==> src/bsd_consts.vh <==
// constants for the balancing-switch diagnostic block
`ifndef BSD_CONSTS_VH
`define BSD_CONSTS_VH
// register word offsets (byte address = 4 x index)
`define BSD_REG_DIAG_SEL 4'h0
`define BSD_REG_SW_EN 4'h1
`define BSD_REG_MEAS_EN 4'h2
`define BSD_REG_CFG 4'h3
`define BSD_REG_LOW_THR 4'h4
`define BSD_REG_HIGH_THR 4'h5
`define BSD_REG_SHORT_THR 4'h6
`define BSD_REG_ALERT 4'h7
`define BSD_REG_MASK 4'h8
`define BSD_REG_EFF_SW 4'h9
`define BSD_REG_EFF_MEAS 4'hA
`define BSD_REG_EFF_CFG 4'hB
// mode codes
`define BSD_MODE_OFF 3'h0
`define BSD_MODE_SHORT 3'h1
`define BSD_MODE_OPEN 3'h2
`define BSD_MODE_ODD 3'h5
`define BSD_MODE_EVEN 3'h6
// forced values
`define BSD_SW_ODD 12'h555
`define BSD_SW_EVEN 12'hAAA
`define BSD_SW_NONE 12'h000
`define BSD_MEAS_HI_OFF 3'h0
// config bits
`define BSD_CFG_ALT_BIT 0
`define BSD_CFG_POL_BIT 1
// adc full-scale code (14-bit result left-justified in 16 bits)
`define BSD_FULL_SCALE 16'hFFFC
// reset values
`define BSD_RST_MEAS 15'h0000
`define BSD_RST_THR 16'h0000
`define BSD_RST_SW 12'h000
`endif

==> src/bsd_diag.v <==
// balancing-switch and sense-wire diagnostic autoconfiguration and compare
`timescale 1ns/1ps
// Function
// mode 010 checks enabled switches conduct
// open mode forces bipolar polarity
// open mode forces alternate path
// open/sense modes measure only enabled switches
// open/sense modes clear measure bits 14:12
// short mode: switches off, 14:12 off, alt
// open results compared to low and high
// out-of-window result sets cell alert flag
// enabled switch above high threshold flags
// enabled switch below low threshold flags
// short mode: below short threshold flags
// sense modes force switches 555h/AAAh
// sense modes force alternate path, bipolar
// host waits 100us, starts acquisition
// sense results compared, alerts set
// sense results saturate at full scale
// diag modes suppress ov/uv/mismatch alerts
// clearing mode restores prior configuration
// other codes: no overrides, no compares
module bsd_diag (
  input wire i_clk,
  input wire i_rst,
  input wire [3:0] i_avs_address,
  input wire i_avs_read,
  input wire i_avs_write,
  input wire [31:0] i_avs_writedata,
  output reg [31:0] o_avs_readdata,
  output wire o_avs_waitrequest,
  input wire i_result_valid,
  input wire [3:0] i_result_cell,
  input wire [16:0] i_result_data,
  input wire i_acq_done,
  output wire [11:0] o_balance_switch_enable,
  output wire [14:0] o_measure_enable,
  output wire o_alt_path_select,
  output wire o_polarity,
  output wire o_limit_checks_enable,
  output reg [15:0] o_result_out,
  output wire o_irq
);
`include "bsd_consts.vh"

  // ----------------------------------------------------------------
  // registers
  // ----------------------------------------------------------------
  reg [2:0] balance_diag_select;
  reg [11:0] balance_switch_enable;
  reg [14:0] measure_enable;
  reg [1:0] diag_config;
  reg [15:0] balance_low_threshold;
  reg [15:0] balance_high_threshold;
  reg [15:0] balance_short_threshold;
  reg [11:0] balance_alert_flags;
  reg [11:0] alert_mask;
  reg rd_ack;
  reg [11:0] next_alert;

  function is_sense;
    input [2:0] m;
    begin
      is_sense = (m == `BSD_MODE_ODD) || (m == `BSD_MODE_EVEN);
    end
  endfunction

  function is_active;
    input [2:0] m;
    begin
      is_active = (m == `BSD_MODE_SHORT) || (m == `BSD_MODE_OPEN) || is_sense(m);
    end
  endfunction

  wire mode_short = (balance_diag_select == `BSD_MODE_SHORT);
  // open mode decode
  wire mode_open = (balance_diag_select == `BSD_MODE_OPEN);
  wire mode_sense = is_sense(balance_diag_select);
  wire mode_active = is_active(balance_diag_select);

  // ----------------------------------------------------------------
  // configuration override
  // ----------------------------------------------------------------
  // overrides act only on outputs; the stored settings stay untouched so
  // clearing the mode brings them straight back
  reg [11:0] eff_sw;
  reg [14:0] eff_meas;
  reg eff_alt;
  reg eff_pol;
  always @* begin
    eff_sw = balance_switch_enable;
    eff_meas = measure_enable;
    eff_alt = diag_config[`BSD_CFG_ALT_BIT];
    eff_pol = diag_config[`BSD_CFG_POL_BIT];
    // no override otherwise
    if (mode_short) begin
      // short mode forcing
      eff_sw = `BSD_SW_NONE;
      eff_meas[14:12] = `BSD_MEAS_HI_OFF;
      eff_alt = 1'b1;
    end else if (mode_open) begin
      // force bipolar
      eff_pol = 1'b1;
      // force alternate path
      eff_alt = 1'b1;
      // measure enabled switches
      eff_meas[11:0] = balance_switch_enable;
      // aux and block off
      eff_meas[14:12] = `BSD_MEAS_HI_OFF;
    end else if (mode_sense) begin
      // odd or even pattern
      eff_sw = (balance_diag_select == `BSD_MODE_ODD) ? `BSD_SW_ODD : `BSD_SW_EVEN;
      // measure forced switches
      eff_meas[11:0] = eff_sw;
      // aux and block off
      eff_meas[14:12] = `BSD_MEAS_HI_OFF;
      // alt path and bipolar
      eff_alt = 1'b1;
      eff_pol = 1'b1;
    end
  end

  // outputs follow stored values once mode clears
  assign o_balance_switch_enable = eff_sw;
  assign o_measure_enable = eff_meas;
  assign o_alt_path_select = eff_alt;
  assign o_polarity = eff_pol;
  // suppress ov/uv/mismatch
  assign o_limit_checks_enable = ~mode_active;

  // ----------------------------------------------------------------
  // result compare
  // ----------------------------------------------------------------
  // saturate sense-mode sums
  wire [15:0] sat_data = (mode_sense && i_result_data[16]) ? `BSD_FULL_SCALE
                         : i_result_data[15:0];
  wire cell_ok = (i_result_cell < 4'd12);
  wire sw_on = cell_ok ? eff_sw[i_result_cell] : 1'b0;
  wire above_high = sat_data > balance_high_threshold;
  wire below_low = sat_data < balance_low_threshold;
  wire below_short = sat_data < balance_short_threshold;
  reg hit;
  always @* begin
    hit = 1'b0;
    if (i_result_valid && cell_ok) begin
      if (mode_open || mode_sense) begin
        // window compare, for sense modes
        // high side, low side
        hit = eff_meas[i_result_cell] && (above_high || below_low);
      end else if (mode_short) begin
        // short threshold
        hit = ~sw_on && below_short;
      end
    end
  end

  // ----------------------------------------------------------------
  // bus slave
  // ----------------------------------------------------------------
  // reads take one wait cycle so readdata comes from a flop
  assign o_avs_waitrequest = i_avs_read & ~rd_ack;
  wire wr = i_avs_write;
  wire [11:0] clr = (wr && i_avs_address == `BSD_REG_ALERT) ? i_avs_writedata[11:0] : 12'h000;

  always @* begin
    next_alert = balance_alert_flags & ~clr;
    // set wins over clear
    if (hit) begin
      next_alert[i_result_cell] = 1'b1;
    end
  end

  always @(posedge i_clk) begin
    if (i_rst) begin
      balance_diag_select <= `BSD_MODE_OFF;
      balance_switch_enable <= `BSD_RST_SW;
      measure_enable <= `BSD_RST_MEAS;
      diag_config <= 2'b00;
      balance_low_threshold <= `BSD_RST_THR;
      balance_high_threshold <= `BSD_RST_THR;
      balance_short_threshold <= `BSD_RST_THR;
      balance_alert_flags <= 12'h000;
      alert_mask <= 12'h000;
      rd_ack <= 1'b0;
      o_avs_readdata <= 32'h0000_0000;
      o_result_out <= 16'h0000;
    end else begin
      balance_alert_flags <= next_alert;
      rd_ack <= i_avs_read & ~rd_ack;
      if (i_result_valid) begin
        o_result_out <= sat_data;
      end
      if (wr) begin
        case (i_avs_address)
          `BSD_REG_DIAG_SEL: balance_diag_select <= i_avs_writedata[2:0];
          `BSD_REG_SW_EN: balance_switch_enable <= i_avs_writedata[11:0];
          `BSD_REG_MEAS_EN: measure_enable <= i_avs_writedata[14:0];
          `BSD_REG_CFG: diag_config <= i_avs_writedata[1:0];
          `BSD_REG_LOW_THR: balance_low_threshold <= i_avs_writedata[15:0];
          `BSD_REG_HIGH_THR: balance_high_threshold <= i_avs_writedata[15:0];
          `BSD_REG_SHORT_THR: balance_short_threshold <= i_avs_writedata[15:0];
          `BSD_REG_MASK: alert_mask <= i_avs_writedata[11:0];
          default: begin
          end
        endcase
      end
      if (i_avs_read && !rd_ack) begin
        case (i_avs_address)
          `BSD_REG_DIAG_SEL: o_avs_readdata <= {29'h0000_0000, balance_diag_select};
          `BSD_REG_SW_EN: o_avs_readdata <= {20'h0_0000, balance_switch_enable};
          `BSD_REG_MEAS_EN: o_avs_readdata <= {17'h0_0000, measure_enable};
          `BSD_REG_CFG: o_avs_readdata <= {30'h0000_0000, diag_config};
          `BSD_REG_LOW_THR: o_avs_readdata <= {16'h0000, balance_low_threshold};
          `BSD_REG_HIGH_THR: o_avs_readdata <= {16'h0000, balance_high_threshold};
          `BSD_REG_SHORT_THR: o_avs_readdata <= {16'h0000, balance_short_threshold};
          `BSD_REG_ALERT: o_avs_readdata <= {20'h0_0000, balance_alert_flags};
          `BSD_REG_MASK: o_avs_readdata <= {20'h0_0000, alert_mask};
          `BSD_REG_EFF_SW: o_avs_readdata <= {20'h0_0000, eff_sw};
          `BSD_REG_EFF_MEAS: o_avs_readdata <= {17'h0_0000, eff_meas};
          `BSD_REG_EFF_CFG: o_avs_readdata <= {29'h0000_0000, mode_active, eff_pol, eff_alt};
          default: o_avs_readdata <= 32'h0000_0000;
        endcase
      end
    end
  end

  // acquisition is started only by the host; i_acq_done is informational
  assign o_irq = |(balance_alert_flags & alert_mask);
  wire unused_done = i_acq_done;
endmodule

==> config.mk <==
export PLATFORM = sky130hd
export DESIGN_NAME = bsd_diag
export DESIGN_NICKNAME = d
export VERILOG_FILES = /design/src/bsd_diag.v
export VERILOG_INCLUDE_DIRS = /design/src
export SDC_FILE = /design/constraint.sdc
export NUM_CORES = 1
export LEC_CHECK = 0
export BUFFER_PORTS_ARGS = -buffer_cell sky130_fd_sc_hd__buf_4
export CORE_MARGIN = 2
export CORE_UTILIZATION = 40
export DETAILED_ROUTE_END_ITERATION = 7
export SLEW_MARGIN = 15
export SYNTH_ARGS = -nofsm -noshare
export SYNTH_HDL_FRONTEND = slang
export SYNTH_SLANG_ARGS = --single-unit
export TNS_END_PERCENT = 10
==> constraint.sdc <==
create_clock -name i_clk -period 3.1 [get_ports i_clk]
set_input_delay 0.62 -clock i_clk [delete_from_list [all_inputs] [get_ports i_clk]]
set_output_delay 0.62 -clock i_clk [all_outputs]
set_load 0.02 [all_outputs]
==> results.yml, run 1 <==
worst_setup_path:
  end_kind: "flip-flop"
  regToRegEndpoint: "balance_alert_flags[9]$_SDFF_PP0_"
  critPathRequiredTime_ps: 3430
  critPathLaunchType: "flip-flop"
  rrSetupSlack_ps: 70
  cp.arrival_ps: 3360
  path_buf_inv: 4
  cp_top_family: "simple AND/OR/NAND/NOR gates"
  crit_cells: 15
  cpPeakStageDelay_ps: 500
  critPathMaxFanout: 13
  path_cells: "xor2_4, inv_4, nor2_4, buf_12, nor2_4, inv_2, ha_4, a21o_1, a21o_1, a21oi_2, nor3_1, or4_1, or2_4, buf_6, o41ai_2"
  crit_slowest_cell: "or4_1"
  r2r_cells: 15
  r2r_start: "balance_diag_select[1]$_SDFFE_PP0P_"
  criticalPathCategory: "reg2reg"
clock_tree:
  clock_sinks: 137
  path_clk_slew_ps: 60
  h-tree-depth: 4
  cts-hold-fix-buffers: 0
  cts_tree: "yes"
  root_buffer: "clkbuf_16"
  clock_latency_ps: 430
  cts_buffers: 17
  clock_path_buffers: 2
placed_design:
  dp_cells: 1411
  pre_cts_slack_ps: -221
  portBuffers: 109
  dp_hpwl_um: 20500
  gp_congestion: 0.970
floorplan:
  io_pins: 143
  core_mm2: 0.0194
  initial_core_util_pct: 40.5
  die_w_um: 144
  die_y_um: 144
  design.die.area_mm2: 0.0208
  rows: 51
synthesis:
  netlist_area_mm2: 0.00786
  synthArstFlopShare_pct: 0
  ys.flop_type: "dfxtp_1"
  synth.top_cell.area_share_pct: 34.9
  synth.most_common_cell: "nand2_1"
  ys_warn_count: 0
  yosys-top-cells-count: "nand2_1, dfxtp_1, a21oi_1"
  synth_seq_cells: 137
  synth_area_leaders: "dfxtp_1, nand2_1, a21oi_1"
  ys_seq_area_share_pct: 34.9
  netlist_instances: 1058
  synth_edf_count: 0
  synth_cell_type_count: 66
  syn_avg_cell_area_um2: 7.43
  synth_top_area_cell: "dfxtp_1"
grt:
  grt_pass1_wl_um: 42600
  grt_overflow_total: 0
  antenna_found_initial: 0
  grt_usage_pct: 27.3
  grt_pass1_vias: 7304
  grt_max_degree: 138
timing:
  clock_skew_ps: 6.48
  setup_viol: 0
  worst_pin_slew_ps: 754
  finalMaxSlewViolations: 0
  finalSetupTns_ps: 0
  min_period_ps: 3030
  fin_crit_sh_pct: 97.7
  fmax_ghz: 0.330
  relSlewSlack_pct: 49.7
  rsz0062_at_grt: "true"
  hold_viol: 0
  setup_ws_ps: 72.4
route:
  routed_wl_um: 28800
  drc: 0
  ant_nets: 0
  post_drt_wl_per_cell_um: 20.0
  vias: 8229
  dr.pass1.iters: 7
  via_per_inst: 5.71
  drt_iter0_drc: 865
run:
  maxCapViolations: 0
worst_hold_path:
  holdPathEnd: "o_avs_readdata[1]$_SDFFE_PP0P_"
  hold_path.class: "reg2reg"
  hp-start: "o_avs_readdata[1]$_SDFFE_PP0P_"
  hold_depth: 2
layout:
  fin_cells: 1442
  drive_above_1_share_pct: 21.0
  antenna_cells: 0
  areaGrowthSynthToFinish_pct: 26.3
  nets: 1275
  n_fill_cell: 1933
power_and_ir_drop:
  power.density_mw_per_mm2: 435
  vdd_drop_max_mv: 0.403
  p_leak_nw: 3.79
outcome:
  status: "complete, no violations"
## through the flow
stage	util, %	power [W]	cell area (µm²)	hold slack, ps
detailed placement	46.9	0.00235	9090	450
global placement	46.9	0.00235	9090	448
floorplan	-	0.00215	7960	446
global route	51.2	0.00446	9930	475
finish	51.2	0.00432	9930	455
CTS	50.1	0.00430	9710	458
## metal layers
layer | track usage (%) | vias up | part of all wire, %
li1 | - | 3879 | -
met1 | 37.7 | 3937 | 43
met2 | 44.5 | 376 | 47
met3 | 4.14 | 37 | 7.2
met4 | 7.51 | 0 | 1.9
met5 | 0 | - | 0
## sequential cells by signal, indices dropped and copies added, names as in the netlist
register and flops:
balance_high_threshold 16, balance_low_threshold 16, balance_short_threshold 16, o_avs_readdata 16, o_result_out 16, measure_enable 15
alert_mask 12, balance_alert_flags 12, balance_switch_enable 12, balance_diag_select 3, diag_config 2, rd_ack 1
## placed cells by master, fill, tap and decap left out, types with 16 or more instances in the layout
master     netlist  layout
nor2_1          83      69
a21oi_1        124     120
nand3_1         22      21
dfxtp_1        137     135
clkbuf_16        0      17
conb_1           1      16
nand2_1        229     228
buf_4           19     157
inv_1           66      62
a22oi_1         36      36
ha_1            45      40
## worst max-delay path by stage
stage / start / endpoint
detailed placement: i_result_data[16] / balance_alert_flags[9]$_SDFF_PP0_
CTS: balance_diag_select[0]$_SDFFE_PP0P_ / balance_alert_flags[3]$_SDFF_PP0_
global placement: i_result_data[16] / balance_alert_flags[9]$_SDFF_PP0_
global route: balance_diag_select[0]$_SDFFE_PP0P_ / balance_alert_flags[9]$_SDFF_PP0_
finish: balance_diag_select[1]$_SDFFE_PP0P_ / balance_alert_flags[9]$_SDFF_PP0_
floorplan: balance_diag_select[1]$_SDFFE_PP0P_ / balance_alert_flags[10]$_SDFF_PP0_
## power breakdown
| group | total, W | leakage, nW | switching, W | internal, W |
|---|---|---|---|---|
| clock | 0.00197 | 0.275 | 0.000789 | 0.00119 |
| combinational | 0.000531 | 2.40 | 0.000329 | 0.000202 |
| sequential | 0.00182 | 1.11 | 0.0000259 | 0.00179 |
## cell type report
| class | instances | area (µm²) | area share [%] |
|---|---|---|---|
| flip-flops and latches | 137 | 2750 | 27.7 |
| clock buffers | 20 | 447 | 4.50 |
| clock inverters | 9 | 103 | 1.03 |
| multi-input cells | 781 | 4780 | 48.2 |
| inverters | 67 | 254 | 2.56 |
| well taps | 265 | 332 | 3.34 |
| repair buffers | 163 | 1260 | 12.7 |
## kinds of logic after synthesis
| kind of cell | share of synthesized area, % |
|---|---|
| XOR/XNOR | 0.318 |
| other | 0.0477 |
| buffers and inverters | 8.47 |
| multiplexers | 1.02 |
| flip-flops | 34.9 |
| adder cells (fa/ha/maj) | 7.16 |
| AO/OA/AOI/OAI | 23.9 |
| AND/OR/NAND/NOR | 24.2 |
## tightest hold or removal path, cell delays in order, from the launching register on
cell,delay (ps)
dfxtp_1,310
nand2_1,50
a21oi_1,50
## timing repair
item                       4_1_cts  5_1_grt
cloned                           0        1
resized for setup               11       53
pin swaps                        4       17
setup endpoints to repair       12       12
buffers inserted                 1        0
No activity file was read; power rests on OpenSTA's default activity.
==> run 2, diff against run 1 <==
--- a/config.mk
+++ b/config.mk
@@ -7,4 +7,5 @@
 export NUM_CORES = 1
 export LEC_CHECK = 0
+export ABC_CLOCK_PERIOD_IN_PS = 3100
 export BUFFER_PORTS_ARGS = -buffer_cell sky130_fd_sc_hd__buf_4
 export CORE_MARGIN = 2
==> constraint.sdc (replaced) <==
create_clock -name i_clk -period 3.1 [get_ports i_clk]
set_input_delay 0.62 -clock i_clk [delete_from_list [all_inputs] [get_ports i_clk]]
set_output_delay 0.62 -clock i_clk [all_outputs]
set_load 0.005 [all_outputs]
==> run 2 against run 1 <==
Combinational power down 5.5%. Die area unchanged. Wire length up 0.76%. First-iteration DRC count grew 15%. Clock power up 18%. Largest cell class unchanged.
==> results.yml, run 2 (synthesized netlist as in run 1, its figures left out) <==
route:
  vias: 8193
  drt_iter0_drc: 997
  routed_wl_um: 29000
  post_drt_wl_per_cell_um: 20.1
  via_per_inst: 5.67
  drc: 0
  ant_nets: 0
  dr.pass1.iters: 6
timing:
  finalMaxSlewViolations: 0
  relSlewSlack_pct: 42.0
  fin_crit_sh_pct: 99.1
  min_period_ps: 3070
  setup_viol: 0
  fmax_ghz: 0.325
  rsz0062_at_grt: "true"
  worst_pin_slew_ps: 870
  clock_skew_ps: 6.75
  hold_viol: 0
power_and_ir_drop:
  p_total_w: 0.00465
  p_comb_share_pct: 10.8
  p_int_w: 0.00351
  p_leak_nw: 3.85
  power.density_mw_per_mm2: 459
  power_frac_seq_pct: 39.1
  vdd_drop_max_mv: 0.422
  netSwitchingFraction_pct: 24.5
  p_sw_w: 0.00114
  clockPowerShare_pct: 50.1
worst_setup_path:
  cp_top_family: "simple AND/OR/NAND/NOR gates"
  criticalPathCategory: "reg2reg"
  critPathRequiredTime_ps: 3440
  end_kind: "flip-flop"
  cpPeakStageDelay_ps: 450
  crit_slowest_cell: "or4_1"
  r2r_start: "balance_diag_select[1]$_SDFFE_PP0P_"
  critPathMaxFanout: 12
  critPathLaunchType: "flip-flop"
  critical_path.startpoint: "balance_diag_select[1]$_SDFFE_PP0P_"
  cp.arrival_ps: 3410
  path_buf_inv: 5
  path_cells: "xor2_4, inv_4, nor2_4, buf_12, nor2_4, inv_2, buf_4, ha_1, a21o_1, a21o_1, a21oi_2, nor2_1, or4_1, or2_4, buf_4, o31ai_2"
clock_tree:
  cts_buffers: 17
  cts_tree: "yes"
  clock_path_buffers: 2
  cts-hold-fix-buffers: 0
  clock_latency_ps: 430
  root_buffer: "clkbuf_16"
  h-tree-depth: 4
  clock_sinks: 137
  path_clk_slew_ps: 60
outcome:
  status: "complete, no violations"
grt:
  grtUsageMet1_pct: 37.4
  antenna_found_initial: 0
  met3_usage_pct: 5.50
  grt_use_met2_pct: 43.5
  grt_pass1_vias: 7383
  grt_overflow_total: 0
  grt_pass1_wl_um: 43100
  grt_usage_pct: 27.6
  top_usage_layer: "met2"
  grt_max_degree: 82
layout:
  final_common_cell: "nand2_1"
  layout_common_cells: "nand2_1, buf_4, dfxtp_1"
  nets: 1276
  antenna_cells: 0
  drive_above_1_share_pct: 22.1
  n_fill_cell: 1944
  areaGrowthSynthToFinish_pct: 28.8
  fin_cells: 1446
floorplan:
  die_w_um: 144
  die_y_um: 144
  core_mm2: 0.0194
  initial_core_util_pct: 40.5
  design.die.area_mm2: 0.0208
  rows: 51
  io_pins: 143
placed_design:
  gp_congestion: 0.947
  portBuffers: 109
  dp_cells: 1412
  dp_hpwl_um: 20900
worst_hold_path:
  hp-start: "o_avs_readdata[1]$_SDFFE_PP0P_"
  hold_path.class: "reg2reg"
run:
  maxCapViolations: 0
## run 2: tightest hold or removal path: stages, from the launching register on
cell     delay, ps
dfxtp_1        310
nand2_1         50
a21oi_1         50
## run 2: path summary, 6_finish.rpt
check	slack, ps	to	cells past startpoint
worst max-delay path	30	balance_alert_flags[8]$_SDFF_PP0_	16
worst min-delay path	460	o_avs_readdata[1]$_SDFFE_PP0P_	2
worst max register to register	30	balance_alert_flags[8]$_SDFF_PP0_	16
worst min register to register	460	o_avs_readdata[1]$_SDFFE_PP0P_	2
## run 2: metrics by stage
stage | util [%] | TNS (ps) | hold WS (ps) | area [µm²] | setup slack (ps)
after CTS | 50.9 | 0 | 450 | 9870 | 6.93
after global routing | 52.2 | -995 | 469 | 10100 | -95.4
final | 52.2 | 0 | 458 | 10100 | 26.7
after global placement | 46.9 | -2080 | 447 | 9100 | -216
after detailed placement | 46.9 | -2370 | 455 | 9100 | -255
after floorplan | - | 0 | 446 | 7950 | 12.2
## run 2: power by group through the flow
stage / registers [W] / logic, W / clock network, W
after global routing: 0.00182 / 0.000549 / 0.00242
after floorplan: 0.00185 / 0.000261 / 0
final: 0.00182 / 0.000502 / 0.00233
after global placement: 0.00186 / 0.000450 / 0
after CTS: 0.00182 / 0.000467 / 0.00234
after detailed placement: 0.00186 / 0.000454 / 0
## run 2: timing repair
| item | CTS | global route |
|---|---|---|
| buffers inserted | 1 | 0 |
| setup endpoints to repair | 12 | 12 |
| cloned | 0 | 1 |
| pin swaps | 7 | 14 |
| gates resized for setup | 16 | 58 |
## run 2: final cells by class
type | count | area (µm²) | share of cell area (%)
clock buffer | 21 | 480 | 4.74
multi-input combinational | 781 | 4850 | 47.9
inverter | 67 | 254 | 2.51
timing repair buffer | 164 | 1260 | 12.5
clock inverter | 11 | 191 | 1.89
tap | 265 | 332 | 3.27
sequential | 137 | 2750 | 27.2
## run 2: routing by layer
| metal | vias to the layer above | routed length (µm) |
|---|---|---|
| li1 | 3903 | - |
| met1 | 3853 | 12400 |
| met2 | 377 | 13300 |
| met3 | 60 | 2320 |
| met4 | 0 | 1010 |
| met5 | - | 0 |
==> run 3, diff against run 2 <==
- CORE_UTILIZATION: 40 -> 31
- CTS_BUF_LIST: not set -> sky130_fd_sc_hd__clkbuf_16
- PLACE_DENSITY_LB_ADDON: not set -> 0.1
==> run 3 against run 2 <==
Clock skew rose by 4.7 ps. Flip-flop and latch count did not move. Clock power is 6% lower. Cell count grew 5.0%. First-iteration DRC count down 29%. Wire length up 10%. Power fell by 3.0%. Critical path type unchanged. Highest routed layer unchanged.
==> results.yml, run 3 (synthesized netlist as in run 1, its figures left out) <==
timing:
  rsz0062_at_grt: "true"
  setup_viol: 0
  hold_ws_ps: 462
  hold_viol: 0
  fmax_ghz: 0.325
  fin_crit_sh_pct: 99.3
  worst_pin_slew_ps: 787
  finalMaxSlewViolations: 0
  relSlewSlack_pct: 47.5
  finalSetupTns_ps: 0
  min_period_ps: 3080
  clock_skew_ps: 11.5
worst_hold_path:
  hold_path.class: "reg2reg"
  hold_depth: 2
  holdPathEnd: "o_avs_readdata[1]$_SDFFE_PP0P_"
  hp-start: "o_avs_readdata[1]$_SDFFE_PP0P_"
clock_tree:
  h-tree-depth: 4
  clock_sinks: 137
  cts_tree: "yes"
  clock_latency_ps: 430
  clock_path_buffers: 2
  cts_buffers: 17
  path_clk_slew_ps: 70
  root_buffer: "clkbuf_16"
worst_setup_path:
  critPathRequiredTime_ps: 3410
  r2r_start: "balance_diag_select[1]$_SDFFE_PP0P_"
  r2r_cells: 15
  rrSetupSlack_ps: 20
  end_kind: "flip-flop"
  criticalPathCategory: "reg2reg"
  cpPeakStageDelay_ps: 370
  path_cells: "xor2_4, inv_4, nor2_4, nor2_2, inv_2, ha_4, a21o_1, a21oi_1, o221ai_1, buf_4, a2111oi_4, o31ai_4, a41oi_4, buf_6, o31ai_1"
  cp.arrival_ps: 3390
  critPathMaxFanout: 6
  crit_slowest_cell: "a2111oi_4"
  regToRegEndpoint: "balance_alert_flags[6]$_SDFF_PP0_"
  critPathLaunchType: "flip-flop"
floorplan:
  initial_core_util_pct: 31.4
  io_pins: 143
  die_w_um: 163
  core_mm2: 0.0250
  design.die.area_mm2: 0.0267
  die_y_um: 163
  rows: 58
route:
  routed_wl_um: 32000
  drt_iter0_drc: 710
  post_drt_wl_per_cell_um: 21.1
  vias: 8029
  drc: 0
  ant_nets: 0
  via_per_inst: 5.29
  dr.pass1.iters: 8
placed_design:
  portBuffers: 109
  dp_hpwl_um: 23100
  placed_area_mm2: 0.00922
  gp_congestion: 0.915
  dp_cells: 1482
layout:
  drive_above_1_share_pct: 21.2
  fin_cells: 1519
  antenna_cells: 0
  areaGrowthSynthToFinish_pct: 28.9
  stdcell_area_mm2: 0.0101
  layout_common_cells: "nand2_1, buf_4, dfxtp_1"
  utilization_pct: 40.5
  n_fill_cell: 2678
  final_common_cell: "nand2_1"
  nets: 1284
grt:
  grt_max_degree: 138
  antenna_found_initial: 0
  grt_overflow_total: 0
  grt_pass1_wl_um: 47500
  grt_pass1_vias: 7647
  grt_usage_pct: 23.9
power_and_ir_drop:
  vdd_drop_max_mv: 0.252
  p_leak_nw: 3.86
  power.density_mw_per_mm2: 445
run:
  maxCapViolations: 0
outcome:
  status: "complete, no violations"
-- run 3: cell types whose count changed in the layout (fill, tap and decap cells not counted), sizes merged --
cell / change
clkinvlp: -3
clkinv: +4
buf: +7
inv: +5
bufinv: -2
clkbuf: -4
nor2: +1
-- run 3: through the flow --
stage / worst slack [ps] / total power, W
4_1_cts: -5.64 / 0.00451
6_report: 20.6 / 0.00451
2_1_floorplan: 12.2 / 0.00211
5_1_grt: -154 / 0.00465
3_3_place_gp: -420 / 0.00233
3_5_place_dp: -442 / 0.00233
-- run 3: metal layers --
layer  vias up  wire length (µm)  global-route usage [%]
met1      3826             14800                    33.5
met3        27              1970                    3.76
met4         0               476                    5.99
met2       266             14800                    38.1
met5         -                 0                       0
li1       3910                 -                       -
-- run 3: worst max path at each step --
stage	startpoint	to	slack, ps
finish	balance_diag_select[1]$_SDFFE_PP0P_	balance_alert_flags[6]$_SDFF_PP0_	20
CTS	balance_diag_select[0]$_SDFFE_PP0P_	balance_alert_flags[5]$_SDFF_PP0_	-6
floorplan	balance_diag_select[1]$_SDFFE_PP0P_	balance_alert_flags[10]$_SDFF_PP0_	10
global placement	i_result_data[16]	balance_alert_flags[0]$_SDFF_PP0_	-420
detailed placement	i_result_data[16]	balance_alert_flags[7]$_SDFF_PP0_	-440
global route	balance_diag_select[1]$_SDFFE_PP0P_	balance_alert_flags[7]$_SDFF_PP0_	-150
-- run 3: area by class of cell --
class                   count  area, µm²  share of cell area [%]
clock buffers              17        425                    4.20
clock inverters            15        190                    1.88
inverters                  67        254                    2.51
multi-input cells         782       4780                    47.1
flip-flops and latches    137       2750                    27.1
well taps                 330        413                    4.08
repair buffers            171       1320                    13.1
-- run 3: critical path, delay by kind of cell, from the launching register on --
kind                       cells  cell delay, ps
buffers and inverters          4             530
DFF                            1             360
xor gates and xnor gates       1             190
adders and majority gates      1             220
AOI/OAI and AO/OA              7            1350
and+or+nand+nor                2             310
-- run 3: report_power, final --
group | internal [W] | leakage, nW | switching (W) | total (W)
Clock | 0.00129 | 0.304 | 0.000905 | 0.00219
Combinational | 0.000205 | 2.45 | 0.000297 | 0.000502
Sequential | 0.00179 | 1.11 | 0.0000268 | 0.00182
Total | 0.00328 | 3.86 | 0.00123 | 0.00451
-- run 3: what timing repair did --
| action | CTS | global route |
|---|---|---|
| pin swaps | 7 | 9 |
| gates resized for setup | 18 | 40 |
| cloned | 1 | 1 |
| hold buffers | 0 | 0 |
| setup endpoints to repair | 12 | 12 |
| buffers inserted | 2 | 1 |
